`src/rtl/dacalu_pkg.sv`:
```
package dacalu_pkg;

   typedef enum logic [2:0] {
      DACALU_OP_ADD_ADJ,
      DACALU_OP_SUB_ADJ,
      DACALU_OP_MUL_ADJ,
      DACALU_OP_DIV_ADJ,
      DACALU_OP_ADC
   } dacalu_op_t;

   typedef enum logic [2:0] {
      DACALU_SRC_REG_REG,
      DACALU_SRC_REG_MEM,
      DACALU_SRC_MEM_REG,
      DACALU_SRC_REG_IMM,
      DACALU_SRC_MEM_IMM,
      DACALU_SRC_ACC_IMM
   } dacalu_form_t;

   // Flag word as held by the core
   typedef struct packed {
      logic overflow_flag;
      logic direction_flag;
      logic interrupt_enable_flag;
      logic single_step_flag;
      logic sign_flag;
      logic zero_flag;
      logic half_carry_flag;
      logic parity_flag;
      logic carry_flag;
   } dacalu_flags_t;

   typedef struct packed {
      logic valid;
      dacalu_op_t op;
      dacalu_form_t form;
      logic word;
      logic [15:0] accum;
      logic [15:0] reg_val;
      logic [15:0] mem_val;
      logic [15:0] imm_val;
      dacalu_flags_t flags;
   } dacalu_req_t;

   typedef struct packed {
      logic valid;
      logic to_mem;
      logic to_accum;
      logic [15:0] result;
      dacalu_flags_t flags;
   } dacalu_rsp_t;

   localparam logic [3:0] DACALU_NIB_MAX = 4'h9;
   localparam logic [7:0] DACALU_ADJ_SIX = 8'h06;
   localparam logic [7:0] DACALU_LOW_MASK = 8'h0f;
   localparam logic [7:0] DACALU_RADIX = 8'h0a;
   localparam logic [15:0] DACALU_RST_RESULT = 16'h0000;
   localparam logic [8:0] DACALU_RST_FLAGS = 9'h000;
   localparam int DACALU_LATENCY = 1;

endpackage
```
`src/rtl/dacalu_core.sv`:
```
`timescale 1ns/1ps
// Notes on behaviour
// - Add adjust adds 6 to low byte, bumps high byte on digit >9 or A.
// - Add adjust updates A and C, leaves O/P/S/Z undefined, D/I/T kept.
// - Sub adjust subtracts 6, decrements high byte on digit >9 or AF.
// - Sub adjust updates A and C, O/P/S/Z undefined, D/I/T kept.
// - Div adjust forms high times ten plus low in low byte, clears high.
// - Div adjust sets P/S/Z from result, A/C/O undefined, D/I/T kept.
// - Mul adjust puts low div ten in high byte and remainder in low.
// - Mul adjust sets P/S/Z from result, A/C/O undefined, D/I/T kept.
// - Add with carry sums destination, source and the carry flag.
// - Add with carry takes all six register, memory, immediate forms.
// - Half carry marks carry or borrow across the low nibble.
// - Parity is set when the low result byte has even ones.
// - Carry marks carry or borrow at the result top bit.
// - Overflow marks a signed result that does not fit the width.
module dacalu_core (
   // Clock and reset
   input wire logic sys_clk_i,
   input wire logic rstn_i,
   // Request
   input wire dacalu_pkg::dacalu_req_t req_i,
   // Answer
   output dacalu_pkg::dacalu_rsp_t rsp_o
);

   dacalu_pkg::dacalu_rsp_t rsp_ff;
   dacalu_pkg::dacalu_rsp_t nxt_rsp;

   logic [15:0] dst;
   logic [15:0] src;
   logic [16:0] sum;
   logic [4:0] nib_sum;
   logic [15:0] pss_val;
   logic par_w;
   logic sgn_w;
   logic zer_w;

   logic [7:0] lo_byte;
   logic [7:0] hi_byte;
   logic adj_hit;
   logic [15:0] mul_prod;
   logic [7:0] div_res;

   always_comb begin
      dst = req_i.reg_val;
      src = req_i.reg_val;
      case (req_i.form)
         dacalu_pkg::DACALU_SRC_REG_REG: begin
            dst = req_i.reg_val;
            src = req_i.mem_val;
         end
         dacalu_pkg::DACALU_SRC_REG_MEM: begin
            dst = req_i.reg_val;
            src = req_i.mem_val;
         end
         dacalu_pkg::DACALU_SRC_MEM_REG: begin
            dst = req_i.mem_val;
            src = req_i.reg_val;
         end
         dacalu_pkg::DACALU_SRC_REG_IMM: begin
            dst = req_i.reg_val;
            src = req_i.imm_val;
         end
         dacalu_pkg::DACALU_SRC_MEM_IMM: begin
            dst = req_i.mem_val;
            src = req_i.imm_val;
         end
         dacalu_pkg::DACALU_SRC_ACC_IMM: begin
            dst = req_i.accum;
            src = req_i.imm_val;
         end
         default: begin
            dst = req_i.reg_val;
            src = req_i.mem_val;
         end
      endcase
      if (!req_i.word) begin
         dst = {8'h00, dst[7:0]};
         src = {8'h00, src[7:0]};
      end
   end

   always_comb begin
      sum = {1'b0, dst} + {1'b0, src}
            + {16'h0000, req_i.flags.carry_flag};
      nib_sum = {1'b0, dst[3:0]} + {1'b0, src[3:0]}
                + {4'h0, req_i.flags.carry_flag};
   end

   // Decimal adjust operands
   always_comb begin
      lo_byte = req_i.accum[7:0];
      hi_byte = req_i.accum[15:8];
      adj_hit = (lo_byte[3:0] > dacalu_pkg::DACALU_NIB_MAX)
                || req_i.flags.half_carry_flag;
      // Ten is a constant, so the product folds to shifts and adds
      mul_prod = hi_byte * dacalu_pkg::DACALU_RADIX;
      div_res = mul_prod[7:0] + lo_byte;
   end

   // Kept apart from the answer logic so no loop runs through the flags
   always_comb begin
      case (req_i.op)
         dacalu_pkg::DACALU_OP_DIV_ADJ: begin
            pss_val = {8'h00, div_res};
         end
         dacalu_pkg::DACALU_OP_MUL_ADJ: begin
            pss_val = {8'h00, lo_byte % dacalu_pkg::DACALU_RADIX};
         end
         default: begin
            pss_val = sum[15:0];
         end
      endcase
   end

   dacalu_flag_calc u_flag_calc (
      .value_i(pss_val),
      .word_i(req_i.op == dacalu_pkg::DACALU_OP_ADC ? req_i.word : 1'b0),
      .parity_o(par_w),
      .sign_o(sgn_w),
      .zero_o(zer_w)
   );

   always_comb begin
      nxt_rsp = rsp_ff;
      nxt_rsp.valid = 1'b0;
      if (req_i.valid) begin
         nxt_rsp.valid = 1'b1;
         nxt_rsp.to_mem = 1'b0;
         nxt_rsp.to_accum = 1'b1;
         // Undefined flags are passed through unchanged
         nxt_rsp.flags = req_i.flags;
         case (req_i.op)
            dacalu_pkg::DACALU_OP_ADD_ADJ: begin
               if (adj_hit) begin
                  nxt_rsp.result[7:0] = (lo_byte + dacalu_pkg::DACALU_ADJ_SIX)
                                        & dacalu_pkg::DACALU_LOW_MASK;
                  nxt_rsp.result[15:8] = hi_byte + 8'h01;
               end else begin
                  nxt_rsp.result[7:0] = lo_byte
                                        & dacalu_pkg::DACALU_LOW_MASK;
                  nxt_rsp.result[15:8] = hi_byte;
               end
               nxt_rsp.flags.half_carry_flag = adj_hit;
               nxt_rsp.flags.carry_flag = adj_hit;
            end
            dacalu_pkg::DACALU_OP_SUB_ADJ: begin
               if (adj_hit) begin
                  nxt_rsp.result[7:0] = (lo_byte - dacalu_pkg::DACALU_ADJ_SIX)
                                        & dacalu_pkg::DACALU_LOW_MASK;
                  nxt_rsp.result[15:8] = hi_byte - 8'h01;
               end else begin
                  nxt_rsp.result[7:0] = lo_byte
                                        & dacalu_pkg::DACALU_LOW_MASK;
                  nxt_rsp.result[15:8] = hi_byte;
               end
               nxt_rsp.flags.half_carry_flag = adj_hit;
               nxt_rsp.flags.carry_flag = adj_hit;
            end
            dacalu_pkg::DACALU_OP_DIV_ADJ: begin
               nxt_rsp.result = {8'h00, div_res};
               nxt_rsp.flags.parity_flag = par_w;
               nxt_rsp.flags.sign_flag = sgn_w;
               nxt_rsp.flags.zero_flag = zer_w;
            end
            dacalu_pkg::DACALU_OP_MUL_ADJ: begin
               nxt_rsp.result[15:8] = lo_byte / dacalu_pkg::DACALU_RADIX;
               nxt_rsp.result[7:0] = lo_byte % dacalu_pkg::DACALU_RADIX;
               nxt_rsp.flags.parity_flag = par_w;
               nxt_rsp.flags.sign_flag = sgn_w;
               nxt_rsp.flags.zero_flag = zer_w;
            end
            dacalu_pkg::DACALU_OP_ADC: begin
               nxt_rsp.result = req_i.word ? sum[15:0]
                                           : {8'h00, sum[7:0]};
               nxt_rsp.to_mem = (req_i.form == dacalu_pkg::DACALU_SRC_MEM_REG)
                  || (req_i.form == dacalu_pkg::DACALU_SRC_MEM_IMM);
               nxt_rsp.to_accum =
                  (req_i.form == dacalu_pkg::DACALU_SRC_ACC_IMM);
               nxt_rsp.flags.parity_flag = par_w;
               nxt_rsp.flags.zero_flag = zer_w;
               nxt_rsp.flags.half_carry_flag = nib_sum[4];
               nxt_rsp.flags.carry_flag = req_i.word ? sum[16] : sum[8];
               if (req_i.word) begin
                  nxt_rsp.flags.overflow_flag = (dst[15] == src[15])
                                                && (sum[15] != dst[15]);
               end else begin
                  nxt_rsp.flags.overflow_flag = (dst[7] == src[7])
                                                && (sum[7] != dst[7]);
               end
               nxt_rsp.flags.sign_flag = sgn_w;
            end
            default: begin
               nxt_rsp.valid = 1'b0;
            end
         endcase
      end
   end

   always_ff @(posedge sys_clk_i or negedge rstn_i) begin
      if (!rstn_i) begin
         rsp_ff.valid <= 1'b0;
         rsp_ff.to_mem <= 1'b0;
         rsp_ff.to_accum <= 1'b0;
         rsp_ff.result <= dacalu_pkg::DACALU_RST_RESULT;
         rsp_ff.flags <= dacalu_pkg::DACALU_RST_FLAGS;
      end else begin
         rsp_ff <= nxt_rsp;
      end
   end

   assign rsp_o = rsp_ff;

endmodule

```
`src/rtl/dacalu_flag_calc.sv`:
```
`timescale 1ns/1ps
// Parity, sign and zero of a byte or word result
module dacalu_flag_calc (
   // Result
   input wire logic [15:0] value_i,
   input wire logic word_i,
   // Flags
   output logic parity_o,
   output logic sign_o,
   output logic zero_o
);
   always_comb begin
      parity_o = ~(^value_i[7:0]);
      sign_o = word_i ? value_i[15] : value_i[7];
      zero_o = word_i ? (value_i == 16'h0000) : (value_i[7:0] == 8'h00);
   end
endmodule

```
`config.mk`:
```
export PLATFORM = sky130hd
export DESIGN_NAME = dacalu_core
export DESIGN_NICKNAME = d
export VERILOG_FILES = /design/src/rtl/dacalu_pkg.sv /design/src/rtl/dacalu_core.sv /design/src/rtl/dacalu_flag_calc.sv
export SDC_FILE = /design/constraint.sdc
export NUM_CORES = 1
export LEC_CHECK = 0
export BUFFER_PORTS_ARGS = -buffer_cell sky130_fd_sc_hd__buf_2
export CAP_MARGIN = 20
export CELL_PAD_IN_SITES_DETAIL_PLACEMENT = 0
export CELL_PAD_IN_SITES_GLOBAL_PLACEMENT = 1
export CORE_MARGIN = 5
export CORE_UTILIZATION = 37
export DETAILED_ROUTE_END_ITERATION = 10
export HOLD_SLACK_MARGIN = 0.05
export PLACE_DENSITY = 0.77
export SLEW_MARGIN = 10
export SYNTH_ARGS = -nofsm -noshare
export SYNTH_HDL_FRONTEND = slang
export SYNTH_SLANG_ARGS = --single-unit
export TNS_END_PERCENT = 30
```
`constraint.sdc`:
```
create_clock -name sys_clk_i -period 1 [get_ports sys_clk_i]
set_input_delay 0.3 -clock sys_clk_i [delete_from_list [all_inputs] [get_ports sys_clk_i]]
set_output_delay 0.3 -clock sys_clk_i [all_outputs]
set_load 0.02 [all_outputs]
```
==> out/metrics.yaml, run 1 <==
final_common_cell: "buf_4"
power_density_nw_per_um2: 1120
hpwl_um: 17600
vias_per_cell: 5.56
drc: 0
rsz0062_at_grt: "true"
cts_tree: "yes"
globalRouteMet1Util: 0.338
port-buffer-count: 110
power_frac_clock: 0.128
grt_usage: 0.259
core_um2: 13700
violations: "negative setup slack"
yosysWarnings: 0
synthXorXnorAreaFrac: 0.0700
synthAdderAreaFrac: 0.106
worst_slew_pin_slew_ps: 447
h-tree-depth: 1
drtAntennaViolNets: 0
synth-main-ff-cell: "dfrtp_1"
layout_common_cells: "221 x buf_4, 97 x buf_2, 80 x nor2_1, 56 x a21oi_1, 50 x nand2_1"
clockBufferDepth: 2
critPathArrivalTime_ps: 3550
area_growth_pct: 68.7
wl_um: 22200
overflow: 0
p_leak_nw: 3.95
max_freq_mhz: 298
finalCritPeriodShare: 3.36
gp_congestion: 0.908
final_cells: 1203
p_int_mw: 5.71
setup_tns_ps: -43770
finalClockSkew_ps: 0
setup_ws_ps: -2360
gr-usage-met3: 0.0313
min_period_ps: 3360
die_x_um: 128
antenna_found_initial: 0
synth_simple_gate_area_share: 0.209
peakVddDrop_mv: 0.780
pre_cts_slack_ps: -3060
drtPass1Iterations: 5
p_switching_mw: 3.99
grt_start_max_net_pins: 32
grt_pass1_vias: 6769
holdWs_ps: 258
switching_share: 0.411
comb_power_share: 0.724
cts_buffers: 3
netlist-cell-type-count: 77
dp_cells: 1168
power_frac_seq: 0.149
met2_usage: 0.455
dieHeight_um: 128
final_nets: 1148
dieArea_um2: 16300
drive_gt1_frac: 0.482
ys_ff_latch: 28
maxSlewHeadroom: 0.694
vias: 6691
synth_edf_count: 0
largest_reg_flops: 28
wl_per_cell_um: 18.5
grt_pass1_wl_um: 34500
hold_viol: 0
n_antenna_cell: 0
synth-compound-area-share: 0.341
synth_nets: 838
crit_path_max_fanout: 7
critPathKind: "input pin to flop"
cts_root_buf: "clkbuf_16"
setup_violations: 51
final_max_slew_viol_count: 0
drt-initial-drc-count: 426
postSynthCellCount: 714
synth_top_family_by_area: "compound AO/OA/AOI/OAI gates"
status: "complete, but fails checks"
final_core_util: 0.631
grt.busiest_layer: "met2"
async_flop_share: 1.00
crit_required_ps: 1190
clk_pin_slew_ps: 80
synth_mux_area_frac: 0.0734
hold_class: "input pin to flop"
yosysSeqAreaShare: 0.137
clk_latency_ps: 270
worstSetupEndpointType: "flop"
synthesis.area_um2: 5130
startpoint_type: "input pin"
max_cap_viol_count: 0
initial_core_util: 0.374
syn_avg_cell_area_um2: 7.18
rows: 43
num_io_pins: 111
clock_sinks: 28
-- power groups by stage --
stage	clock, mW	sequential [mW]	combinational (mW)
after floorplan	0	1.64	2.82
after global placement	0	1.44	5.51
after detailed placement	0	1.44	5.59
after CTS	1.27	1.43	6.57
after global routing	1.29	1.46	7.56
final	1.24	1.44	7.03
-- layout make-up --
type,instances,area (µm²)
fill,1205,5070
tap,180,225
multi-input combinational,607,4810
clock buffer,3,75.1
inverter,26,97.6
sequential,28,701
clock inverter,1,30.0
timing repair buffer,358,2720
-- metrics by stage --
step | total power [mW] | area [µm²]
2_1_floorplan | 4.47 | 5270
3_3_place_gp | 6.95 | 7440
3_5_place_dp | 7.03 | 7440
4_1_cts | 9.27 | 8350
5_1_grt | 10.3 | 8650
6_report | 9.71 | 8650
-- Yosys cell counts, types with 8 or more instances --
cell       n  area share
o211ai_1  11       0.016
nor2_1    88       0.064
nand2b_1  23       0.028
o221ai_1  15       0.026
dfrtp_1   28        0.14
mux2i_1   23       0.045
o21ai_0   55       0.054
o21a_1     8       0.012
a211oi_1  11       0.016
o22ai_1   16       0.020
nand2_1   52       0.038
mux2_2    13       0.029
xnor2_1   26       0.044
a21oi_1   71       0.069
or3_1      8      0.0098
inv_1     26       0.019
nand3_1   10      0.0098
a221oi_1   9       0.015
xor2_1    15       0.026
nor3_1    11       0.011
ha_1      37       0.090
clkbuf_1  40       0.029
-- final timing paths --
path,startpoint,endpoint,slack (ps),depth (start not counted)
max in group asynchronous,rstn_i,rsp_o[17],320,3
worst min-delay path,req_i[7],rsp_o[7],260,2
min in group asynchronous,rstn_i,rsp_o[8],500,3
worst min register to register,rsp_o[19],rsp_o[19],500,2
worst max register to register,rsp_o[10],rsp_o[10],-90,3
worst max-delay path,req_i[75],rsp_o[3],-2360,16
-- kinds of logic after synthesis --
family / after synthesis
AOI/OAI and AO/OA: 264
and+or+nand+nor: 225
muxes: 36
buffers and inverters: 79
adders and majority gates: 41
xor gates and xnor gates: 41
DFF: 28
-- routing by layer --
layer	vias up	routed length, µm
met1	3171	9620
li1	3260	-
met4	0	601
met2	219	10800
met5	-	0
met3	41	1200
-- critical path: stages --
cell,delay [ps]
buf_12,120
xor2_4,270
buf_6,150
buf_4,90
nor2_1,40
a221oi_2,180
ha_1,300
o21ai_2,200
a21oi_4,50
buf_4,140
o221a_1,250
o31a_1,330
or4_4,440
a2111oi_4,360
o2111ai_1,160
a2bb2oi_1,160
-- repair_timing --
| item | 4_1_cts | 5_1_grt |
|---|---|---|
| hold endpoints to repair | 28 | 0 |
| cloned | 1 | 0 |
| hold buffers | 1 | 0 |
| gates resized for setup | 133 | 66 |
| setup buffers | 25 | 14 |
| setup endpoints to repair | 53 | 53 |
| pin swaps | 66 | 37 |
Note: power is estimated with default switching activity, not from simulation.
==> inputs of run 2 (changes only) <==
--- a/config.mk
+++ b/config.mk
@@ -12,8 +12,10 @@
 export CORE_MARGIN = 5
 export CORE_UTILIZATION = 37
 export DETAILED_ROUTE_END_ITERATION = 10
+export GPL_ROUTABILITY_DRIVEN = 0
 export HOLD_SLACK_MARGIN = 0.05
 export PLACE_DENSITY = 0.77
+export SETUP_SLACK_MARGIN = 0.05
 export SLEW_MARGIN = 10
 export SYNTH_ARGS = -nofsm -noshare
 export SYNTH_HDL_FRONTEND = slang
==> out/metrics.yaml, run 2 (synthesis results as in run 1) <==
status: "complete, but fails checks"
violations: "negative setup slack"
rows: 43
drc: 0
clk_pin_slew_ps: 80
die_x_um: 128
crit_top_cell: "nor2_2"
h-tree-depth: 1
power_frac_clock: 0.126
final_nets: 1141
drtPass1Iterations: 5
grt_start_max_net_pins: 31
worstSetupEndpointType: "flop"
crit_required_ps: 1200
clockBufferDepth: 2
setup_tns_ps: -44970
worst_slew_pin_slew_ps: 440
dieArea_um2: 16300
rsz0062_at_grt: "true"
wl_um: 22000
grt_pass1_vias: 6761
min_period_ps: 3420
crit_path_max_fanout: 27
final_common_cell: "buf_4"
cts_buffers: 3
peakVddDrop_mv: 0.963
finalCritPeriodShare: 3.42
power_frac_seq: 0.147
max_stage_delay_ps: 380
largest_reg_flops: 28
vias: 6834
p_switching_mw: 4.02
drtAntennaViolNets: 0
num_io_pins: 111
crit_chain: "buf_12 > buf_4 > buf_6 > nor2_1 > a211oi_1 > a21o_1 > inv_1 > fa_2 > nand2b_4 > a21oi_4 > o21a_1 > nor2_2 > xnor2_2 > mux2i_1 > ha_1 > nand4_1 > nor2_2 > o221ai_2 > a2111oi_2 > o2111ai_1 > a2bb2oi_1"
maxSlewHeadroom: 0.704
p_leak_nw: 3.92
dieHeight_um: 128
wl_per_cell_um: 18.4
grt_usage: 0.252
clock_sinks: 28
p_int_mw: 5.72
vias_per_cell: 5.71
layout_common_cells: "212 x buf_4, 97 x buf_2, 78 x nor2_1, 55 x a21oi_1, 48 x nand2_1"
fin_area_um2: 8580
clk_latency_ps: 270
finalClockSkew_ps: 0
cts_root_buf: "clkbuf_16"
port-buffer-count: 110
final_max_slew_viol_count: 0
drt-initial-drc-count: 608
cts_tree: "yes"
max_freq_mhz: 293
crit_slowest_cell: "fa_2"
critPathArrivalTime_ps: 3620
switching_share: 0.413
grt_pass1_wl_um: 33800
nFillCells: 1166
startpoint_type: "input pin"
core_um2: 13700
overflow: 0
setup_violations: 52
setup_ws_ps: -2420
drive_gt1_frac: 0.477
power_density_nw_per_um2: 1140
area_growth_pct: 67.2
max_cap_viol_count: 0
hold_viol: 0
initial_core_util: 0.374
hpwl_um: 16400
antenna_found_initial: 0
n_antenna_cell: 0
holdWs_ps: 251
critPathKind: "input pin to flop"
comb_power_share: 0.728
placed_area_um2: 7320
hold_class: "input pin to flop"
==> run 2: cell count changes in the layout (fill, tap and decap cells not counted), sizes merged <==
cell,previous run,this run
buf,356,350
bufbuf,1,0
==> run 2: what timing repair did <==
item | 4_1_cts | 5_1_grt
endpoints found under the hold margin | 28 | 0
resized for setup | 150 | 54
pin swaps | 68 | 44
buffers inserted | 25 | 9
endpoints found under the setup margin | 53 | 53
gates cloned | 1 | 0
hold buffers | 1 | 0
==> run 2: path summary, 6_finish.rpt <==
path	endpoint	cells past startpoint	start	slack (ps)
worst max register to register	rsp_o[10]	3	rsp_o[10]	-70
worst min register to register	rsp_o[20]	2	rsp_o[20]	500
min in group asynchronous	rsp_o[25]	3	rstn_i	490
max in group asynchronous	rsp_o[15]	3	rstn_i	330
worst max-delay path	rsp_o[3]	21	req_i[75]	-2420
worst min-delay path	rsp_o[5]	2	req_i[5]	250
==> run 2: layout make-up <==
class,count,area (µm²),share of cell area
Clock inverter,1,30.0,0.00350
Clock buffer,3,75.1,0.00875
Sequential cell,28,701,0.0817
Multi-Input combinational cell,607,4830,0.563
Inverter,26,97.6,0.0114
Tap cell,180,225,0.0263
Timing Repair Buffer,351,2620,0.306
==> run 2: worst max-delay path, delay by kind of cell <==
family	cells	cell delay, ps
muxes	1	160
and+or+nand+nor	5	580
xor gates and xnor gates	1	150
AOI/OAI and AO/OA	8	1390
buffers and inverters	4	490
adders and majority gates	2	540
==> run 2: power groups by stage <==
stage / registers (mW) / logic [mW] / clock network [mW]
2_1_floorplan: 1.64 / 2.82 / 0
3_3_place_gp: 1.43 / 5.36 / 0
4_1_cts: 1.42 / 6.47 / 1.23
5_1_grt: 1.45 / 7.58 / 1.26
6_report: 1.43 / 7.08 / 1.22
3_5_place_dp: 1.44 / 5.45 / 0
==> run 2: through the flow <==
| stage | power [mW] | util | setup slack, ps | cells |
|---|---|---|---|---|
| floorplan | 4.47 | - | -2560 | 714 |
| global placement | 6.79 | 0.534 | -2900 | 1161 |
| detailed placement | 6.89 | 0.534 | -3020 | 1161 |
| CTS | 9.12 | 0.602 | -2440 | 1187 |
| global route | 10.3 | 0.625 | -2640 | 1196 |
| finish | 9.73 | 0.625 | -2420 | 1196 |
==> run 2: routing by layer <==
layer,GRT usage,up-vias,share of wire
met3,0.0379,63,0.066
met4,0.0949,0,0.040
met2,0.426,306,0.48
met5,0,-,0
li1,-,3244,-
met1,0.323,3221,0.42
